### src/gauge_i2c_pkg.sv
package gauge_i2c_pkg;

    // ************************************************************
    // Bus addressing
    // ************************************************************
    localparam logic [6:0] TARGET_ADDR  = 7'h55;
    localparam logic [7:0] ADDR_BYTE_WR = 8'hAA;
    localparam logic [7:0] ADDR_BYTE_RD = 8'hAB;
    localparam logic [6:0] PTR_RESET    = 7'h00;
    localparam logic [6:0] PTR_STEP     = 7'h01;
    localparam logic [6:0] PTR_PAIR     = 7'h02;
    localparam logic [3:0] BITS_PER_BYTE = 4'h8;

    // ************************************************************
    // Timing
    // ************************************************************
    localparam int unsigned CLK_PERIOD_NS        = 10;
    localparam int unsigned STUCK_BUS_TIMEOUT_US = 2000;
    localparam int unsigned STUCK_BUS_CYCLES     = STUCK_BUS_TIMEOUT_US * 1000 / CLK_PERIOD_NS;
    localparam int unsigned REFRESH_PERIOD_MS    = 1280;
    localparam int unsigned REFRESH_CYCLES       = (REFRESH_PERIOD_MS * 1000 / CLK_PERIOD_NS) * 1000;

    // ************************************************************
    // Types
    // ************************************************************
    typedef enum logic [3:0] {
        ST_IDLE   = 4'b0000,
        ST_ADDR   = 4'b0001,
        ST_CMD    = 4'b0010,
        ST_WDATA  = 4'b0011,
        ST_TX     = 4'b0100,
        ST_RACK   = 4'b0101,
        ST_ACK    = 4'b0110,
        ST_IGNORE = 4'b0111
    } eng_state_t;

    typedef struct packed {
        logic       scl;
        logic       sda;
    } pins_in_t;

    typedef struct packed {
        logic       scl_o;
        logic       scl_oe_n;
        logic       sda_o;
        logic       sda_oe_n;
    } pins_out_t;

    typedef struct packed {
        logic [6:0] addr;
        logic       rd;
        logic       wr;
        logic [7:0] wdata;
    } reg_req_t;

    typedef struct packed {
        logic [7:0] rdata;
        logic [7:0] rdata_odd;
        logic       read_only;
    } reg_rsp_t;

    typedef struct packed {
        logic       start;
        logic       stop;
        logic       stuck;
        logic       sleep;
        logic       refresh_tick;
    } watch_t;

    typedef struct packed {
        eng_state_t state;
        eng_state_t after;
        logic [3:0] cnt;
        logic [7:0] shreg;
        logic [6:0] ptr;
        logic       rw;
        logic       wr_done;
        logic       mack;
        logic       pair_valid;
        logic [7:0] pair_byte;
        logic       sda_oe_n;
        logic       scl_q;
        reg_req_t   req;
    } eng_t;

    localparam eng_t ENG_RESET = '{
        state: ST_IDLE, after: ST_IDLE, cnt: 4'h0, shreg: 8'h00, ptr: PTR_RESET,
        rw: 1'b0, wr_done: 1'b0, mack: 1'b0, pair_valid: 1'b0, pair_byte: 8'h00,
        sda_oe_n: 1'b1, scl_q: 1'b1,
        req: '{addr: PTR_RESET, rd: 1'b0, wr: 1'b0, wdata: 8'h00}
    };

endpackage

### src/gauge_bus_watch.sv
`timescale 1ns/1ps

module gauge_bus_watch #(
    parameter int unsigned STUCK_CYCLES   = gauge_i2c_pkg::STUCK_BUS_CYCLES,
    parameter int unsigned REFRESH_CYCLES = gauge_i2c_pkg::REFRESH_CYCLES
) (
    // Clock and reset
    input  wire logic                   clk,
    input  wire logic                   rst,
    // Bus lines
    input  wire gauge_i2c_pkg::pins_in_t pins_in,
    // Activity level from the gauge
    input  wire logic [7:0]             activity_level,
    input  wire logic [7:0]             activity_sleep_threshold,
    // Bus events and power state
    output gauge_i2c_pkg::watch_t       watch
);

    typedef struct packed {
        logic        scl_q;
        logic        sda_q;
        logic [31:0] low_cnt;
        logic [31:0] ref_cnt;
        gauge_i2c_pkg::watch_t ev;
    } watch_state_t;

    watch_state_t r_reg;
    watch_state_t r_next;

    // ************************************************************
    // Conditions, low counter, sleep and refresh
    // ************************************************************
    always_comb begin
        r_next = r_reg;
        r_next.scl_q = pins_in.scl;
        r_next.sda_q = pins_in.sda;
        // Start: SDA falls with SCL high; stop: SDA rises with SCL high
        r_next.ev.start = pins_in.scl & r_reg.scl_q & r_reg.sda_q & ~pins_in.sda;
        r_next.ev.stop  = pins_in.scl & r_reg.scl_q & ~r_reg.sda_q & pins_in.sda;
        // time any line held low without an edge
        if ((pins_in.scl != r_reg.scl_q) || (pins_in.sda != r_reg.sda_q) || (pins_in.scl && pins_in.sda)) begin
            r_next.low_cnt  = 32'h0000_0000;
            r_next.ev.stuck = 1'b0;
        end else if (r_reg.low_cnt >= 32'(STUCK_CYCLES - 1)) begin
            r_next.ev.stuck = 1'b1;
        end else begin
            r_next.low_cnt = r_reg.low_cnt + 32'h0000_0001;
        end
        // lines both high wake the device
        if (pins_in.scl && pins_in.sda) begin
            r_next.ev.sleep = 1'b0;
        // stuck bus with little activity sleeps
        end else if (r_reg.ev.stuck && (activity_level < activity_sleep_threshold)) begin
            r_next.ev.sleep = 1'b1;
        end
        r_next.ev.refresh_tick = 1'b0;
        if (r_reg.ref_cnt >= 32'(REFRESH_CYCLES - 1)) begin
            r_next.ref_cnt         = 32'h0000_0000;
            r_next.ev.refresh_tick = 1'b1;
        end else begin
            r_next.ref_cnt = r_reg.ref_cnt + 32'h0000_0001;
        end
    end

    // State register
    always_ff @(posedge clk) begin
        if (rst) begin
            r_reg <= '{scl_q: 1'b1, sda_q: 1'b1, low_cnt: 32'h0000_0000, ref_cnt: 32'h0000_0000,
                       ev: '{start: 1'b0, stop: 1'b0, stuck: 1'b0, sleep: 1'b0, refresh_tick: 1'b0}};
        end else begin
            r_reg <= r_next;
        end
    end

    assign watch = r_reg.ev;

endmodule

### src/gauge_i2c_target_engine.sv
`timescale 1ns/1ps

module gauge_i2c_target_engine #(
    parameter int unsigned STUCK_CYCLES   = gauge_i2c_pkg::STUCK_BUS_CYCLES,
    parameter int unsigned REFRESH_CYCLES = gauge_i2c_pkg::REFRESH_CYCLES
) (
    // Clock and reset
    input  wire logic                    clk,
    input  wire logic                    rst,
    // Bus pins
    input  wire gauge_i2c_pkg::pins_in_t  pins_in,
    output gauge_i2c_pkg::pins_out_t      pins_out,
    // Register space access
    output gauge_i2c_pkg::reg_req_t       req,
    input  wire gauge_i2c_pkg::reg_rsp_t  rsp,
    // Activity and power
    input  wire logic [7:0]              activity_level,
    input  wire logic [7:0]              activity_sleep_threshold,
    output logic                         sleep,
    output logic                         refresh_tick
);

    gauge_i2c_pkg::eng_t   r_reg;
    gauge_i2c_pkg::eng_t   r_next;
    gauge_i2c_pkg::watch_t watch;
    logic                  scl_rise;
    logic                  scl_fall;
    logic                  byte_done;

    // ************************************************************
    // Line watcher
    // ************************************************************

    // Start, stop, stuck bus, sleep and refresh timing
    gauge_bus_watch #(
        .STUCK_CYCLES   (STUCK_CYCLES),
        .REFRESH_CYCLES (REFRESH_CYCLES)
    ) u_watch (
        .clk                      (clk),
        .rst                      (rst),
        .pins_in                  (pins_in),
        .activity_level           (activity_level),
        .activity_sleep_threshold (activity_sleep_threshold),
        .watch                    (watch)
    );

    // ************************************************************
    // Transmit byte loader
    // ************************************************************

    // Fetch next read byte, from pair latch or register space
    function automatic gauge_i2c_pkg::eng_t load_tx(input gauge_i2c_pkg::eng_t s,
                                                    input gauge_i2c_pkg::reg_rsp_t d);
        gauge_i2c_pkg::eng_t o;
        logic [7:0]          b;
        o = s;
        b = 8'h00;
        if (s.pair_valid) begin
            // odd byte only on continued read
            b            = s.pair_byte;
            o.pair_valid = 1'b0;
        end else begin
            b          = d.rdata;
            o.req.rd   = 1'b1;
            o.req.addr = s.ptr;
            if (!s.ptr[0]) begin
                // latch odd byte with even byte
                o.pair_byte  = d.rdata_odd;
                o.pair_valid = 1'b1;
                o.ptr        = s.ptr + gauge_i2c_pkg::PTR_PAIR;
            end else begin
                o.ptr = s.ptr + gauge_i2c_pkg::PTR_STEP;
            end
        end
        o.shreg    = {b[6:0], 1'b0};
        o.sda_oe_n = b[7];
        o.cnt      = 4'h1;
        o.state    = gauge_i2c_pkg::ST_TX;
        return o;
    endfunction

    // ************************************************************
    // Protocol engine
    // ************************************************************

    // SCL edges from the previous sample
    assign scl_rise  = pins_in.scl & ~r_reg.scl_q;
    assign scl_fall  = ~pins_in.scl & r_reg.scl_q;
    assign byte_done = (r_reg.cnt == gauge_i2c_pkg::BITS_PER_BYTE);

    // Next state of the whole engine
    always_comb begin
        r_next        = r_reg;
        r_next.scl_q  = pins_in.scl;
        r_next.req.rd = 1'b0;
        r_next.req.wr = 1'b0;
        if (watch.stuck) begin
            // free both lines on a stuck bus
            r_next.state      = gauge_i2c_pkg::ST_IGNORE;
            r_next.sda_oe_n   = 1'b1;
            r_next.pair_valid = 1'b0;
        end else if (watch.start) begin
            // every transfer opens with an address
            r_next.state      = gauge_i2c_pkg::ST_ADDR;
            r_next.cnt        = 4'h0;
            r_next.sda_oe_n   = 1'b1;
            r_next.pair_valid = 1'b0;
            r_next.wr_done    = 1'b0;
        end else if (watch.stop) begin
            // a stop drops the latched odd byte
            r_next.state      = gauge_i2c_pkg::ST_IDLE;
            r_next.sda_oe_n   = 1'b1;
            r_next.pair_valid = 1'b0;
        end else begin
            case (r_reg.state)
                gauge_i2c_pkg::ST_ADDR, gauge_i2c_pkg::ST_CMD, gauge_i2c_pkg::ST_WDATA: begin
                    if (scl_rise && !byte_done) begin
                        r_next.shreg = {r_reg.shreg[6:0], pins_in.sda};
                        r_next.cnt   = r_reg.cnt + 4'h1;
                    end else if (scl_fall && byte_done) begin
                        r_next.cnt   = 4'h0;
                        r_next.state = gauge_i2c_pkg::ST_ACK;
                        if (r_reg.state == gauge_i2c_pkg::ST_ADDR) begin
                            if (r_reg.shreg[7:1] == gauge_i2c_pkg::TARGET_ADDR) begin
                                r_next.sda_oe_n = 1'b0;
                                r_next.rw       = r_reg.shreg[0];
                                r_next.after    = r_reg.shreg[0] ? gauge_i2c_pkg::ST_TX : gauge_i2c_pkg::ST_CMD;
                            end else begin
                                // foreign address, stay off the bus
                                r_next.state = gauge_i2c_pkg::ST_IGNORE;
                            end
                        end else if (r_reg.state == gauge_i2c_pkg::ST_CMD) begin
                            if (r_reg.shreg[7]) begin
                                r_next.sda_oe_n = 1'b1;
                                r_next.after    = gauge_i2c_pkg::ST_IGNORE;
                            end else begin
                                r_next.ptr      = r_reg.shreg[6:0];
                                r_next.sda_oe_n = 1'b0;
                                r_next.wr_done  = 1'b0;
                                r_next.after    = gauge_i2c_pkg::ST_WDATA;
                            end
                        end else begin
                            r_next.after   = gauge_i2c_pkg::ST_WDATA;
                            r_next.wr_done = 1'b1;
                            if (!r_reg.wr_done && !rsp.read_only) begin
                                r_next.req.wr    = 1'b1;
                                r_next.req.addr  = r_reg.ptr;
                                r_next.req.wdata = r_reg.shreg;
                                r_next.ptr       = r_reg.ptr + gauge_i2c_pkg::PTR_STEP;
                                r_next.sda_oe_n  = 1'b0;
                            end else begin
                                r_next.sda_oe_n = 1'b1;
                            end
                        end
                    end
                end
                gauge_i2c_pkg::ST_ACK: begin
                    // Hold acknowledge through the ninth clock
                    if (scl_fall) begin
                        r_next.sda_oe_n = 1'b1;
                        if (r_reg.after == gauge_i2c_pkg::ST_TX) begin
                            r_next = load_tx(r_next, rsp);
                        end else begin
                            r_next.state = r_reg.after;
                            r_next.cnt   = 4'h0;
                        end
                    end
                end
                gauge_i2c_pkg::ST_TX: begin
                    // Shift read byte out on SCL falls
                    if (scl_fall) begin
                        if (byte_done) begin
                            r_next.sda_oe_n = 1'b1;
                            r_next.cnt      = 4'h0;
                            r_next.state    = gauge_i2c_pkg::ST_RACK;
                        end else begin
                            r_next.sda_oe_n = r_reg.shreg[7];
                            r_next.shreg    = {r_reg.shreg[6:0], 1'b0};
                            r_next.cnt      = r_reg.cnt + 4'h1;
                        end
                    end
                end
                gauge_i2c_pkg::ST_RACK: begin
                    if (scl_rise) begin
                        r_next.mack = ~pins_in.sda;
                    end else if (scl_fall) begin
                        if (r_reg.mack) begin
                            r_next = load_tx(r_next, rsp);
                        end else begin
                            // master NACK drops the odd byte
                            r_next.state      = gauge_i2c_pkg::ST_IGNORE;
                            r_next.pair_valid = 1'b0;
                        end
                    end
                end
                gauge_i2c_pkg::ST_IDLE, gauge_i2c_pkg::ST_IGNORE: begin
                    r_next.sda_oe_n = 1'b1;
                end
                default: begin
                    r_next.state    = gauge_i2c_pkg::ST_IDLE;
                    r_next.sda_oe_n = 1'b1;
                end
            endcase
        end
        // Address output follows the pointer except on a strobe
        if (!r_next.req.wr && !r_next.req.rd) begin
            r_next.req.addr = r_next.ptr;
        end
    end

    // State register
    always_ff @(posedge clk) begin
        if (rst) begin
            r_reg <= gauge_i2c_pkg::ENG_RESET;
        end else begin
            r_reg <= r_next;
        end
    end

    // ************************************************************
    // Outputs
    // ************************************************************

    // Open-drain pins: value low, enable active low; SCL never stretched
    assign pins_out.scl_o    = 1'b0;
    assign pins_out.scl_oe_n = 1'b1;
    assign pins_out.sda_o    = 1'b0;
    assign pins_out.sda_oe_n = r_reg.sda_oe_n;

    // Register access and power state
    assign req          = r_reg.req;
    assign sleep        = watch.sleep;
    assign refresh_tick = watch.refresh_tick;

endmodule

### config.mk
export PLATFORM = sky130hd
export DESIGN_NAME = gauge_i2c_target_engine
export DESIGN_NICKNAME = d
export VERILOG_FILES = /design/src/gauge_i2c_pkg.sv /design/src/gauge_bus_watch.sv /design/src/gauge_i2c_target_engine.sv
export SDC_FILE = /design/constraint.sdc
export NUM_CORES = 1
export LEC_CHECK = 0
export BUFFER_PORTS_ARGS = -buffer_cell sky130_fd_sc_hd__buf_2
export CORE_MARGIN = 2
export CORE_UTILIZATION = 25
export CTS_BUF_LIST = sky130_fd_sc_hd__clkbuf_16
export CTS_CLUSTER_SIZE = 25
export DETAILED_ROUTE_END_ITERATION = 7
export GPL_ROUTABILITY_DRIVEN = 0
export HOLD_SLACK_MARGIN = 0.05
export SLEW_MARGIN = 25
export SYNTH_ARGS = -nofsm -noshare
export SYNTH_HDL_FRONTEND = slang
export SYNTH_SLANG_ARGS = --single-unit
### constraint.sdc
create_clock -name clk -period 2.9 [get_ports clk]
set_input_delay 0.435 -clock clk [delete_from_list [all_inputs] [get_ports clk]]
set_output_delay 0.435 -clock clk [all_outputs]
set_load 0.02 [all_outputs]
==> flow_summary.json <==
{
  "start_util_pct": 25.5,
  "fmax_ghz": 0.388,
  "syn_inst": 791,
  "htreeDepth": 4,
  "numPortBuffers": 56,
  "worst_pin_slew_ns": 0.695,
  "crit_path_end_kind": "register",
  "initialDrtViolationCount": 487,
  "required_ns": 3.21,
  "layout.nets": 899,
  "synth_ff_type": "dfxtp_1",
  "diodes": 0,
  "drtAntennaViolNets": 0,
  "wire_per_inst_um": 14.4,
  "fin_crit_ns": 2.58,
  "final_common_cell": "dfxtp_1",
  "pin_count": 60,
  "power_density_nw_per_um2": 498,
  "clk_path_buf_depth": 2,
  "dpl.hpwl_mm": 12.4,
  "fin_skew_ns": 0.00824,
  "yosysSeqAreaShare_pct": 37.6,
  "dieArea_um2": 27900,
  "ys_ff_latch": 125,
  "cts_root_buf": "clkbuf_16",
  "rows": 59,
  "vias": 5934,
  "clk_latency_ns": 0.42,
  "hold_path_class": "in -> reg",
  "avgSynthCellArea_um2": 8.41,
  "die_h_um": 167,
  "start_kind": "register",
  "wl_mm": 17.2,
  "final_layout_size_suffix_gt1_share_pct": 16.4,
  "drv_slew": 0,
  "largest_register_ffs": 65,
  "p_leak_nw": 3.01,
  "first_pass_iters": 6,
  "finalHoldViolCount": 0,
  "synth.cell_area_um2": 6650,
  "cts_hold_buf": 0,
  "r2r_cells": 6,
  "ys_types": 80,
  "drv_cap": 0,
  "die_w_um": 167,
  "grt_usage_pct": 12.6,
  "utilization_pct": 30.1,
  "setup_viol": 0,
  "tns_ns": 0,
  "cp_max_fo": 16,
  "drc": 0,
  "setup_ws_ns": 0.324,
  "slowest_delay_ns": 0.73,
  "ys_warn_count": 0,
  "synth_edf_count": 0,
  "min_path_cells": 3,
  "clk_pin_slew_ns": 0.06,
  "async_flop_share_pct": 0,
  "grt_overflow_total": 0,
  "cts_tree": "yes",
  "ir_worst_vdd_v": 0.000278,
  "antenna_found_initial": 0,
  "max-slew-margin-rel_pct": 53.6,
  "worstPathCellList": "nor3b_1 -> or4_1 -> a311oi_2 -> nor3_1 -> a221o_1 -> a32o_1",
  "grt_pass1_vias": 5553,
  "final_cell_mix": "125 x dfxtp_1, 81 x nor2_1, 56 x buf_2",
  "regArea_um2": 2500,
  "setup.worst_path.class": "reg -> reg",
  "fillerInstances": 2756,
  "dpl_worst_slack_ns": 0.213,
  "finalCritPeriodShare_pct": 88.8,
  "cts.sinks": 125,
  "area_delta_synth_final_pct": 18.1,
  "rsz0062_at_grt": "no",
  "cts_made_buffers": 17,
  "grt_pass1_wl_mm": 28.6,
  "cts_resized": 0,
  "core_area_um2": 26100,
  "viasPerCell": 4.98,
  "grt_max_degree": 36,
  "cp.arrival_ns": 2.89,
  "multi_input_area_um2": 3710,
  "status": "complete, no violations",
  "post_cts_buffers": 0,
  "slowest_stage": "dfxtp_1"
}
-- metrics by stage --
stage,instances,area [um^2],total power [W],hold slack (ns)
after floorplan,797,6670,0.00189,0.430
after global placement,1160,7310,0.00196,0.443
after detailed placement,1160,7310,0.00196,0.446
after CTS,1191,7850,0.00398,0.226
after global routing,1191,7850,0.00407,0.241
final,1191,7850,0.00391,0.245
-- where the power goes --
| group | internal, W | switching, W | total, W |
|---|---|---|---|
| combinational | 0.0000738 | 0.000117 | 0.000191 |
| sequential | 0.00173 | 0.0000101 | 0.00174 |
| clock | 0.00117 | 0.000813 | 0.00198 |
-- cells in the mapped netlist, drive strengths merged, types with 4 or more instances --
cell type / number / share of area, %
dfxtp: 125 / 38
nor2: 81 / 4.6
nand2: 48 / 2.7
nor3: 43 / 3.3
a21oi: 36 / 2.8
buf: 35 / 3.5
inv: 33 / 1.9
o21ai: 32 / 2.4
mux2i: 29 / 4.4
clkbuf: 27 / 1.5
xor2: 27 / 3.6
nand3: 26 / 2.0
ha: 18 / 3.4
and2: 16 / 1.5
and3: 15 / 1.4
nand4: 15 / 1.5
a21o: 12 / 1.4
a31oi: 12 / 1.1
nand2b: 10 / 0.94
or3: 10 / 0.94
xnor2: 10 / 1.3
nor4: 9 / 0.94
nor2b: 7 / 0.66
o211ai: 7 / 0.79
o2111ai: 6 / 0.79
or2: 6 / 0.56
or4: 6 / 0.68
a211oi: 5 / 0.56
a221oi: 5 / 0.66
and3b: 5 / 0.66
o221ai: 5 / 0.66
a22oi: 4 / 0.45
nand3b: 4 / 0.45
nor3b: 4 / 0.45
-- logic make-up (layout without fill, tap and decap cells) --
group / Yosys count / after routing / share of synthesized area (%)
multiplexers: 30 / 30 / 4.54
AND/OR/NAND/NOR: 318 / 318 / 25.2
XOR/XNOR: 37 / 37 / 4.87
buffers and inverters: 95 / 154 / 6.85
AO/OA/AOI/OAI: 166 / 166 / 17.4
adder cells (fa/ha/maj): 18 / 18 / 3.39
flip-flops: 125 / 125 / 37.6
other: 2 / 8 / 0.113
-- worst paths after layout --
kind	from	end	slack [ns]
worst max register to register	r_reg[56]$_SDFFE_PP0P_	req[14]$_SDFFE_PP0P_	0.32
worst max-delay path	r_reg[56]$_SDFFE_PP0P_	req[14]$_SDFFE_PP0P_	0.32
worst min register to register	u_watch.r_reg[67]$_SDFFE_PP0N_	u_watch.r_reg[67]$_SDFFE_PP0N_	0.46
worst min-delay path	rsp[3]	r_reg[21]$_SDFFE_PP0P_	0.24
-- per-layer routing --
| metal | vias up | global-route usage [%] | part of all wire [%] |
|---|---|---|---|
| li1 | 2954 | - | - |
| met1 | 2743 | 17.3 | 49 |
| met2 | 198 | 18.5 | 43 |
| met3 | 39 | 3.42 | 6.5 |
| met4 | 0 | 5.28 | 2.3 |
| met5 | - | 0 | 0 |
-- final cells by class --
| class | instances | area share (%) |
|---|---|---|
| multi-input cells | 577 | 47.3 |
| flip-flops and latches | 125 | 31.9 |
| repair buffers | 90 | 6.98 |
| clock buffers | 17 | 5.42 |
| well taps | 335 | 5.34 |
| inverters | 33 | 1.58 |
| clock inverters | 14 | 1.55 |
-- critical path: cells and delay by family, from the launching register on --
family             cells  cell delay, ns
and+or+nand+nor        3            0.96
AOI/OAI and AO/OA      3            0.77
DFF                    1            0.73
Power figures use the tool's default switching activity.
